===== src/srw_pkg.sv =====
package srw_pkg;
	// Internal time base
	localparam int  CLK_MHZ         = 125;
	localparam int  TICK_DIV        = 125;
	localparam int  TICK_PER_MS     = 1000;
	localparam int  HOLD_TIME_MS    = 215;
	localparam int  WDOG_TIME_MS    = 1500;
	localparam int  HOLD_TICKS      = HOLD_TIME_MS * TICK_PER_MS;
	localparam int  WDOG_TICKS      = WDOG_TIME_MS * TICK_PER_MS;
	localparam int  CNT_W           = 21;
	localparam int  DIV_W           = 7;
	localparam logic [DIV_W-1:0] DIV_LAST = DIV_W'(TICK_DIV - 1);

	typedef enum logic [1:0]
	{
		SRW_IDLE = 2'b01,
		SRW_HOLD = 2'b10
	} srw_state_e;

	typedef struct packed
	{
		logic undervolt;
		logic manualLow;
		logic kick;
		logic wdogOff;
	} srw_in_s;
endpackage


===== src/srw_supervisor.sv =====
`timescale 1ns/1ns
module srw_supervisor
	import srw_pkg::*;
#(
	parameter bit          ACTIVE_HIGH = 1'b0,       // Output polarity build option
	parameter int unsigned HOLD_CYC    = HOLD_TICKS, // Hold time in ticks
	parameter int unsigned WDOG_CYC    = WDOG_TICKS  // Watchdog timeout in ticks
)
(
	input  wire logic core_clk,                   // 125 MHz clock
	input  wire logic rst,                        // Sync reset, high
	input  wire logic supplyLow,                  // Comparator: supply below threshold
	input  wire logic manual_reset_in_low_active, // Manual reset, low active
	input  wire logic watchdog_kick_in,           // Watchdog kick
	input  wire logic watchdogOff,                // Kick pin floating
	output logic      resetOut                    // Reset output, build polarity
);
	typedef struct packed
	{
		srw_state_e       state;
		logic [DIV_W-1:0] div;
		logic             tick;
		logic [CNT_W-1:0] holdCnt;
		logic [CNT_W-1:0] wdogCnt;
		logic             kickPrev;
		logic             active;
		logic             outPin;
	} srw_sv_s;

	srw_sv_s st_r;
	srw_sv_s st_nxt;
	srw_in_s pins;
	srw_in_s rawPins;
	logic    srcOn;
	logic    kickEdge;

	localparam logic [CNT_W-1:0] HOLD_LAST = CNT_W'(HOLD_CYC - 1);
	localparam logic [CNT_W-1:0] WDOG_LAST = CNT_W'(WDOG_CYC - 1);

	assign rawPins = '{undervolt: supplyLow, manualLow: manual_reset_in_low_active,
		kick: watchdog_kick_in, wdogOff: watchdogOff};
	srw_sync u_sync
	(
		.core_clk (core_clk),
		.rst      (rst),
		.pinIn    (rawPins),
		.pinSync  (pins)
	);

	// Prev flop resets to the idle pin level, so no false edge
	// Edge on either level
	assign kickEdge = pins.kick ^ st_r.kickPrev;
	assign srcOn = pins.undervolt | ~pins.manualLow;

	always_comb
	begin
		st_nxt = st_r;
		st_nxt.kickPrev = pins.kick;
		// Divider restarts on rst, so hold length repeats
		// Tick divider
		st_nxt.tick = (st_r.div == DIV_LAST);
		st_nxt.div = st_nxt.tick ? '0 : st_r.div + 1'b1;
		case (st_r.state)
			SRW_IDLE:
			begin
				st_nxt.holdCnt = '0;
				if (srcOn)
				begin
					st_nxt.state = SRW_HOLD;
					st_nxt.active = 1'b1;
					st_nxt.wdogCnt = '0;
				end
				else if (pins.wdogOff || kickEdge)
				begin
					st_nxt.wdogCnt = '0;
				end
				else if (st_r.tick)
				begin
					if (st_r.wdogCnt == WDOG_LAST)
					begin
						st_nxt.state = SRW_HOLD;
						st_nxt.active = 1'b1;
						st_nxt.wdogCnt = '0;
					end
					else
					begin
						st_nxt.wdogCnt = st_r.wdogCnt + 1'b1;
					end
				end
			end
			SRW_HOLD:
			begin
				st_nxt.wdogCnt = '0;
				// Divider free-runs: hold after a source may run up to one tick short
				// Restart hold while a source stays
				if (srcOn)
				begin
					st_nxt.holdCnt = '0;
				end
				else if (st_r.tick)
				begin
					if (st_r.holdCnt == HOLD_LAST)
					begin
						st_nxt.state = SRW_IDLE;
						st_nxt.active = 1'b0;
						st_nxt.holdCnt = '0;
					end
					else
					begin
						st_nxt.holdCnt = st_r.holdCnt + 1'b1;
					end
				end
			end
			default:
			begin
				st_nxt.state = SRW_HOLD;
				st_nxt.active = 1'b1;
			end
		endcase
		st_nxt.outPin = st_nxt.active ^ ~ACTIVE_HIGH;
	end

	// Reset counts as a reset source so the processor is held
	always_ff @(posedge core_clk)
	begin
		if (rst)
		begin
			st_r <= '{state: SRW_HOLD, div: '0, tick: 1'b0, holdCnt: '0, wdogCnt: '0,
				kickPrev: 1'b0, active: 1'b1, outPin: ACTIVE_HIGH};
		end
		else
		begin
			st_r <= st_nxt;
		end
	end

	assign resetOut = st_r.outPin;

	// Polarity consistency
	output_pol_a: assert property (@(posedge core_clk) disable iff (rst)
		resetOut == (st_r.active ^ ~ACTIVE_HIGH))
		else $error("reset output polarity wrong");
	active_high_a: assert property (@(posedge core_clk) disable iff (rst)
		ACTIVE_HIGH -> (resetOut == (st_r.state == SRW_HOLD)))
		else $error("active-high output mismatch");
	undervolt_a: assert property (@(posedge core_clk) disable iff (rst)
		pins.undervolt |=> st_r.active)
		else $error("undervolt did not assert reset");
	manual_a: assert property (@(posedge core_clk) disable iff (rst)
		!pins.manualLow |=> st_r.active)
		else $error("manual reset did not assert reset");
	hold_src_a: assert property (@(posedge core_clk) disable iff (rst)
		srcOn |=> st_r.holdCnt == '0)
		else $error("hold count not restarted by source");
	hold_len_a: assert property (@(posedge core_clk) disable iff (rst)
		$fell(st_r.active) |-> $past(st_r.holdCnt) == HOLD_LAST && $past(st_r.tick))
		else $error("reset released early");
	wdog_clear_a: assert property (@(posedge core_clk) disable iff (rst)
		st_r.active |=> st_r.wdogCnt == '0)
		else $error("watchdog not cleared in reset");
	kick_edge_a: assert property (@(posedge core_clk) disable iff (rst)
		kickEdge |=> st_r.wdogCnt == '0)
		else $error("kick edge did not clear watchdog");
	wdog_off_a: assert property (@(posedge core_clk) disable iff (rst)
		pins.wdogOff |=> st_r.wdogCnt == '0)
		else $error("disabled watchdog counted");
	expiry_a: assert property (@(posedge core_clk) disable iff (rst)
		(st_r.state == SRW_IDLE && st_r.tick && st_r.wdogCnt == WDOG_LAST && !kickEdge && !pins.wdogOff)
		|=> st_r.active)
		else $error("watchdog expiry missed");
	tick_a: assert property (@(posedge core_clk) disable iff (rst)
		st_r.tick |=> !st_r.tick)
		else $error("tick wider than one cycle");
	// A one-cycle source pulse may end on a tick, which counts legally
	exp_once_a: assert property (@(posedge core_clk) disable iff (rst)
		$rose(st_r.active) && !srcOn && !st_r.tick |=> st_r.holdCnt == '0)
		else $error("expiry hold not from zero");

	// Counters never pass their last value
	wdog_bound_a: assert property (@(posedge core_clk) disable iff (rst)
		st_r.wdogCnt <= WDOG_LAST)
		else $error("watchdog count beyond timeout");
	hold_bound_a: assert property (@(posedge core_clk) disable iff (rst)
		st_r.holdCnt <= HOLD_LAST)
		else $error("hold count beyond hold time");
	state_code_a: assert property (@(posedge core_clk) disable iff (rst)
		$onehot(st_r.state))
		else $error("state code not one-hot");
	release_src_a: assert property (@(posedge core_clk) disable iff (rst)
		$fell(st_r.active) |-> !$past(srcOn))
		else $error("reset released while a source was active");

	// Main scenarios
	cov_manual: cover property (@(posedge core_clk) disable iff (rst) $fell(pins.manualLow));
	cov_uv: cover property (@(posedge core_clk) disable iff (rst) $rose(pins.undervolt));
	cov_release: cover property (@(posedge core_clk) disable iff (rst) $fell(st_r.active));
	cov_expiry: cover property (@(posedge core_clk) disable iff (rst)
		$rose(st_r.active) && !srcOn);
	cov_kick: cover property (@(posedge core_clk) disable iff (rst)
		kickEdge && st_r.state == SRW_IDLE);
endmodule


===== src/srw_sync.sv =====
`timescale 1ns/1ns
module srw_sync
	import srw_pkg::*;
(
	input  wire logic    core_clk, // System clock
	input  wire logic    rst,      // Sync reset
	input  wire srw_in_s pinIn,    // Raw pins
	output srw_in_s      pinSync   // Synchronised pins
);
	typedef struct packed
	{
		srw_in_s s1;
		srw_in_s s2;
	} srw_sync_s;

	srw_sync_s st_r;
	srw_sync_s st_nxt;

	// Inactive levels at reset, except wdogOff, which resets to 1 (watchdog off)
	localparam srw_in_s IDLE_PINS = '{undervolt: 1'b0, manualLow: 1'b1, kick: 1'b0, wdogOff: 1'b1};

	always_comb
	begin
		st_nxt = st_r;
		st_nxt.s1 = pinIn;
		st_nxt.s2 = st_r.s1;
	end

	always_ff @(posedge core_clk)
	begin
		if (rst)
		begin
			st_r <= '{s1: IDLE_PINS, s2: IDLE_PINS};
		end
		else
		begin
			st_r <= st_nxt;
		end
	end

	assign pinSync = st_r.s2;
endmodule

===== config.mk =====
export PLATFORM = sky130hd
export DESIGN_NAME = srw_supervisor
export DESIGN_NICKNAME = d
export VERILOG_FILES = /design/src/srw_pkg.sv /design/src/srw_supervisor.sv /design/src/srw_sync.sv
export SDC_FILE = /design/constraint.sdc
export NUM_CORES = 1
export LEC_CHECK = 0
export BUFFER_PORTS_ARGS = -buffer_cell sky130_fd_sc_hd__buf_2
export CAP_MARGIN = 20
export CORE_ASPECT_RATIO = 1.75
export CORE_MARGIN = 2
export CORE_UTILIZATION = 25
export DETAILED_ROUTE_END_ITERATION = 10
export PLACE_DENSITY = 0.45
export SLEW_MARGIN = 20
export SYNTH_ARGS = -nofsm -noshare
export SYNTH_HDL_FRONTEND = slang
export SYNTH_HIERARCHICAL = 1
export SYNTH_SLANG_ARGS = --single-unit

===== constraint.sdc =====
create_clock -name core_clk -period 2.19 [get_ports core_clk]
set_input_delay 0.1095 -clock core_clk [delete_from_list [all_inputs] [get_ports core_clk]]
set_output_delay 0.1095 -clock core_clk [all_outputs]
set_load 0.005 [all_outputs]

Word level (Yosys, flattened, before mapping):

Cells that the tools add are included.

* RAM bits: 0
* ROM bits: 0
* output and inout port bits: 1
* memories: 0
* flip-flop bits (word level): 63
* latch bits: 0
* input port bits: 6
* word-level logic and storage cells: 66

* shifts and indexed selects: 0
* multipliers: 0
* divide/modulo/power cells: 0
* equal/unequal tests: 13
* bitwise gates (word level): 4
* reductions and logical operators: 6
* $lt $le $gt $ge: 0
* $add $sub $neg: 3
* multiplexer cells: 24

Operator list (count)
* 21-bit two-way mux: 7
* 42-bit one-hot mux with 2 select lines: 1
* 21-bit by 1-bit adder with 21-bit output (second input constant): 2
* 21-bit by 18-bit equality test with 1-bit output (second input constant): 1
* 21-bit equality test (second input constant): 1
* 2-bit two-way mux: 7
* 3-bit inequality test (second input constant): 4
* 7-bit by 1-bit adder with 7-bit output (second input constant): 1
* 7-bit equality test (second input constant): 1
* 1-bit two-way mux: 7
* 2-bit inequality test (second input constant): 3
* 6-bit AND reduction: 1
* 4-bit inequality test (second input constant): 1
* 2-bit one-hot mux with 2 select lines: 1
* 2-bit AND reduction: 2
* 2-bit by 1-bit equality test with 1-bit output (second input constant): 1
* 2-bit equality test (second input constant): 1
* 1-bit inverter: 2
* 1-bit one-hot mux with 2 select lines: 1
* 2-bit nonzero test: 1
* 2-bit OR reduction: 1
* 1-bit logical OR: 1
* 1-bit OR: 1
* 1-bit bitwise XOR: 1

Longest topological paths before layout:

* depth after elaboration: 7
* mapped depth: 9
* gate-level depth less buffers: 7

Hierarchy:

The synthesis kept the hierarchy.

By module, submodules not included
* srw_supervisor: seq. area each 1101.1 µm², area an instance 2682.6 µm², cells an instance 315, instances 1
* srw_sync: seq. area each 160.2 µm², area an instance 210.2 µm², cells an instance 16, instances 1

Least setup slack after synthesis:

Ideal clock, no wire load.

* kind: register to register
* start: register st_r[53] (netlist bit)
* end: register st_r[37] (netlist bit)
* cell stages (with the launch flop): 7
* clock period less this slack: 2.041 ns
* path buffers: 0
* path slack: 0.149 ns
* data arrival time: 1.924 ns
* library setup time: 0.117 ns
* data required time: 2.073 ns
* cells stage by stage: dfxtp_1 -> inv_1 -> ha_1 -> and4bb_4 -> nor4_1 -> nand4_1 -> a32o_1

* word-level cells in the longest chain between the ends: 3
* elaborated cells on any way between the ends: 6
* classes of those cells: eq/ne (3); mux (1); reduce/logical (2)

RTL lines
* start: declaration: line srw_supervisor.sv:30 `srw_sv_s st_r;`
* start signal: assignment: line srw_supervisor.sv:128 `st_r <= '{state: SRW_HOLD, div: '0, tick: 1'b0, holdCnt: '0, wdogCnt: '0,`
* start signal: assignment: line srw_supervisor.sv:133 `st_r <= st_nxt;`
* 2-bit equality test / 2-bit by 1-bit equality test with 1-bit output (equally long branches): line srw_supervisor.sv:63 `case (st_r.state)`
* 3-bit inequality test (no line) / 2-bit nonzero test (equally long branches)
* 2-bit AND reduction (no line)

Several ways; a longest one is shown, not always the timed one.
A chain may end at the register's enable or synchronous reset.

Worst setup path after layout:

* start: register st_r[53] (netlist bit)
* end: register st_r[10] (netlist bit)

* word-level cells in the longest chain between the ends: 3
* elaborated cells on any way between the ends: 6
* classes of those cells: eq/ne (3); mux (1); reduce/logical (2)

RTL lines (line)
* 2-bit by 1-bit equality test with 1-bit output / 2-bit equality test (equally long branches): srw_supervisor.sv:63
* 4-bit inequality test (no line) / 2-bit nonzero test (equally long branches)
* 2-bit AND reduction (no line)

Several ways; a longest one is shown, not always the timed one.

==> flow_results.xml <==
<?xml version="1.0" encoding="UTF-8"?>
<metrics>
  <group name="status">
    <metric name="result_of_the_run" unit="">finished, final reports clean</metric>
  </group>
  <group name="global_route">
    <metric name="grt_pass1_vias" unit="">2456</metric>
    <metric name="grt-busiest-layer" unit="">met2</metric>
    <metric name="use_met3" unit="">0.03392</metric>
    <metric name="groute.usage.overall" unit="">0.1114</metric>
    <metric name="met2_routing_resource_usage_after_global_routing" unit="">0.1988</metric>
    <metric name="antenna_found_initial" unit="">0</metric>
    <metric name="wire_length_of_the_first_global_routing_pass" unit="µm">10980</metric>
    <metric name="global_route.usage.met1" unit="">0.1087</metric>
    <metric name="grt_overflow" unit="">0</metric>
    <metric name="grt_start_max_net_pins" unit="">20</metric>
  </group>
  <group name="min_path">
    <metric name="worst_min_delay_path_class" unit="">in -&gt; reg</metric>
  </group>
  <group name="yosys">
    <metric name="area_fraction_in_and_or_nand_and_nor_cells_after_synthesis" unit="">0.3175</metric>
    <metric name="synth.mux.area_fraction" unit="">0.003460</metric>
    <metric name="synth_xor_area_frac" unit="">0.1302</metric>
    <metric name="async_reset_ff_frac" unit="">0</metric>
    <metric name="synth_top_family_by_area" unit="">simple AND/OR/NAND/NOR gates</metric>
    <metric name="number_of_flops_mapped_to_enable_cells_by_yosys" unit="">0</metric>
    <metric name="ff_latch_count_synth" unit="">63</metric>
    <metric name="yosys.area.top_type" unit="">sky130_fd_sc_hd__dfxtp_1</metric>
    <metric name="synth.yosys.seq_area_share" unit="">0.4360</metric>
    <metric name="mappedNetlistNets" unit="">343</metric>
    <metric name="post_synth_num_cell_types" unit="">48</metric>
    <metric name="postSynthCellCount" unit="">331</metric>
    <metric name="post_synth_instance_area" unit="µm²">2893</metric>
    <metric name="ys_dominant_reg_cell" unit="">sky130_fd_sc_hd__dfxtp_1</metric>
    <metric name="share_of_the_synthesized_area_in_compound_gates_ao_oa_aoi_oai" unit="">0.05536</metric>
    <metric name="netlist_top_cells_area" unit="">sky130_fd_sc_hd__dfxtp_1 (44%), sky130_fd_sc_hd__xor2_1 (11%), sky130_fd_sc_hd__nor2_1 (7.9%)</metric>
    <metric name="synth_adder_area_share" unit="">0.02595</metric>
    <metric name="synthDominantCellAreaShare" unit="">0.4360</metric>
    <metric name="mean_syn_cell_area" unit="µm²">8.739</metric>
    <metric name="yosys_warnings" unit="">6</metric>
  </group>
  <group name="cts">
    <metric name="numCtsBuffers" unit="">9</metric>
    <metric name="htree_num_levels" unit="">3</metric>
    <metric name="post-cts-setup-buffer-count" unit="">0</metric>
    <metric name="max-clock-path-buffers" unit="">2</metric>
    <metric name="clkSinkCount" unit="">63</metric>
    <metric name="cts_tree" unit="">done</metric>
    <metric name="cts.root.buffer_cell" unit="">sky130_fd_sc_hd__clkbuf_16</metric>
    <metric name="clk_pin_slew" unit="ns">0.05</metric>
    <metric name="insertion_delay" unit="ns">0.33</metric>
  </group>
  <group name="place">
    <metric name="detailed_place_hpwl" unit="µm">4566</metric>
    <metric name="gp_congestion" unit="">0.7906</metric>
    <metric name="placement.io_buffers" unit="">6</metric>
    <metric name="detailedPlace.worstSlack" unit="ns">0.09897</metric>
  </group>
  <group name="detailed_routing">
    <metric name="detail_route.wl_per_cell" unit="µm">12.54</metric>
    <metric name="detailedRoute.firstPassIterationCount" unit="">4</metric>
    <metric name="aggregate_routed_wire_length" unit="µm">6221</metric>
    <metric name="via_count" unit="">2279</metric>
    <metric name="drc_errors" unit="">0</metric>
    <metric name="initialDrtViolationCount" unit="">64</metric>
    <metric name="route.antenna.remaining_nets" unit="">0</metric>
    <metric name="via_per_inst" unit="">4.595</metric>
  </group>
  <group name="power_and_ir_drop">
    <metric name="switching_power" unit="mW">0.5464</metric>
    <metric name="ir_worst_vdd" unit="mV">0.3605</metric>
    <metric name="comb_power_share" unit="">0.026</metric>
    <metric name="power_frac_seq" unit="">0.444</metric>
    <metric name="power.share.clock" unit="">0.530</metric>
    <metric name="netSwitchingFraction" unit="">0.2065</metric>
    <metric name="internal-power" unit="mW">2.100</metric>
    <metric name="cellLeakagePower" unit="nW">1.264</metric>
    <metric name="pwr_density_cell" unit="nW/µm²">750.7</metric>
  </group>
  <group name="timing">
    <metric name="timing.fmax" unit="GHz">0.4902</metric>
    <metric name="timing.final.setup_violations" unit="">0</metric>
    <metric name="timing_max_transition_violations_final" unit="">0</metric>
    <metric name="finalHoldViolations" unit="">0</metric>
    <metric name="max_slew.worst_pin.slew" unit="ns">0.4440</metric>
    <metric name="setup_repair_after_global_routing_missed_its_margin" unit="">false</metric>
    <metric name="final.setup_skew" unit="ns">0.004118</metric>
    <metric name="post-route-period-util" unit="">0.9315</metric>
    <metric name="setup-tns-final" unit="ns">0</metric>
    <metric name="min_period" unit="ns">2.040</metric>
    <metric name="worst_slew_margin_rel" unit="">0.7029</metric>
    <metric name="timing.final.ws_setup" unit="ns">0.1499</metric>
  </group>
  <group name="critical_path">
    <metric name="worst-endpoint-arrival" unit="ns">2.30</metric>
    <metric name="worstPathBufferInverterCount" unit="">1</metric>
    <metric name="critical_path.cell_chain" unit="">inv_1, ha_1, or3b_1, nor3_2, a21bo_2, or4_1, a21oi_1</metric>
    <metric name="delay_contributed_by_the_slowest_stage_of_the_critical_path" unit="ns">0.43</metric>
    <metric name="worst_path_cell_with_the_longest_stage_delay" unit="">sky130_fd_sc_hd__or3b_1</metric>
    <metric name="cp-start-kind" unit="">flip-flop</metric>
    <metric name="timing_worst_setup_path_type" unit="">reg -&gt; reg</metric>
    <metric name="maximum_fanout_count_along_the_critical_path" unit="">3</metric>
    <metric name="worst_path_dominant_cell_family" unit="">simple AND/OR/NAND/NOR gates</metric>
    <metric name="cp.required" unit="ns">2.45</metric>
    <metric name="critPathCaptureType" unit="">flip-flop</metric>
  </group>
  <group name="floorplanning">
    <metric name="die_w" unit="µm">85.32</metric>
    <metric name="row_count" unit="">52</metric>
    <metric name="placeable_core_area" unit="µm²">11450</metric>
    <metric name="design.die.area" unit="µm²">12480</metric>
    <metric name="floorplan.initialDensity" unit="">0.2526</metric>
    <metric name="die_y" unit="µm">146.3</metric>
    <metric name="boundaryPins" unit="">7</metric>
  </group>
  <group name="finish">
    <metric name="syn_to_final_growth" unit="%">21.84</metric>
    <metric name="final_core_utilization" unit="">0.3078</metric>
    <metric name="nNetsFinal" unit="">368</metric>
    <metric name="antenna_cells" unit="">0</metric>
    <metric name="layout-drive-gt1-share" unit="">0.1274</metric>
  </group>
  <group name="flow_run">
    <metric name="timing.max_cap.violations" unit="">0</metric>
  </group>
</metrics>
per-stage QoR:
stage	instances	cell area [µm²]	hold slack, ns	power (mW)
finish	496	3525	0.1511	2.646
global route	496	3525	0.1625	2.773
CTS	496	3498	0.1486	2.700
detailed placement	476	3159	0.2910	1.263
global placement	476	3159	0.2855	1.262
floorplan	331	2893	0.1811	1.239
final cells by class:
cell class | count | area [µm²]
Multi-Input combinational cell | 247 | 1563
Sequential cell | 63 | 1261
Clock inverter | 6 | 60.06
Fill cell | 1209 | 7926
Timing Repair Buffer | 24 | 191.4
Clock buffer | 10 | 239.0
Tap cell | 135 | 168.9
Inverter | 11 | 41.29
final timing paths:
path	start	to	slack [ns]	cells after the start
setup reg to reg	st_r[53]	st_r[10]	0.15	7
hold reg to reg	u_sync/st_nxt[2]	u_sync/pinSync[2]	0.41	1
hold / removal	rst	u_sync/pinSync[1]	0.15	2
setup / recovery	st_r[53]	st_r[10]	0.15	7
routing by layer:
metal / wire [µm] / share of wire
met1: 2434 / 0.39
met5: 0 / 0
met2: 3387 / 0.54
met3: 152 / 0.024
met4: 247 / 0.040
power by group through the flow:
| stage | clock network, mW | registers (mW) | logic, mW |
|---|---|---|---|
| 6_report | 1.40 | 1.17 | 0.0691 |
| 5_1_grt | 1.52 | 1.18 | 0.0793 |
| 4_1_cts | 1.46 | 1.17 | 0.0707 |
| 3_5_place_dp | 0 | 1.20 | 0.0650 |
| 3_3_place_gp | 0 | 1.20 | 0.0643 |
| 2_1_floorplan | 0 | 1.20 | 0.0442 |
what timing repair did:
| action | CTS | global route |
|---|---|---|
| hold buffers | 4 | 0 |
| gates resized for setup | 0 | 5 |
| endpoints found under the setup margin | 0 | 13 |
| endpoints found under the hold margin | 4 | 0 |
state kept, by name (all words and copies together) (netlist names):
register and flops:
resetOut 1, st_r 54, u_sync/pinSync 4, u_sync/st_nxt 4
layout by cell type, fill, tap and decap left out, drive strengths merged, types with 8 or more instances in the layout:
cell type / count
nand2: 21
xnor2: 8
clkbuf: 10
nand3: 20
inv: 11
dfxtp: 63
nand4: 20
nor2: 61
xor2: 35
buf: 20
cells by family after synthesis:
logic type,after synthesis
and+or+nand+nor,175
buffers and inverters,21
AOI/OAI and AO/OA,22
xor gates and xnor gates,43
muxes,1
adders and majority gates,6
DFF,63
Yosys cell counts (2+ instances only):
cell and count:
sky130_fd_sc_hd__nand3_1 20, sky130_fd_sc_hd__o21ai_0 3, sky130_fd_sc_hd__xnor2_1 8, sky130_fd_sc_hd__or3_1 2, sky130_fd_sc_hd__buf_4 2, sky130_fd_sc_hd__and3_1 6
sky130_fd_sc_hd__nor4b_1 2, sky130_fd_sc_hd__nor2_1 61, sky130_fd_sc_hd__xor2_1 35, sky130_fd_sc_hd__nor3_1 6, sky130_fd_sc_hd__nor4_1 5, sky130_fd_sc_hd__nand4_1 20
sky130_fd_sc_hd__or2_1 4, sky130_fd_sc_hd__buf_2 4, sky130_fd_sc_hd__nand4b_1 4, sky130_fd_sc_hd__nor2b_1 7, sky130_fd_sc_hd__clkbuf_1 4, sky130_fd_sc_hd__o211ai_1 2
sky130_fd_sc_hd__ha_1 6, sky130_fd_sc_hd__or2_2 2, sky130_fd_sc_hd__and4_1 4, sky130_fd_sc_hd__inv_1 11, sky130_fd_sc_hd__nand2_1 21, sky130_fd_sc_hd__dfxtp_1 63
sky130_fd_sc_hd__nor4bb_1 2, sky130_fd_sc_hd__a21oi_1 5
Power figures use the tool's default switching activity.
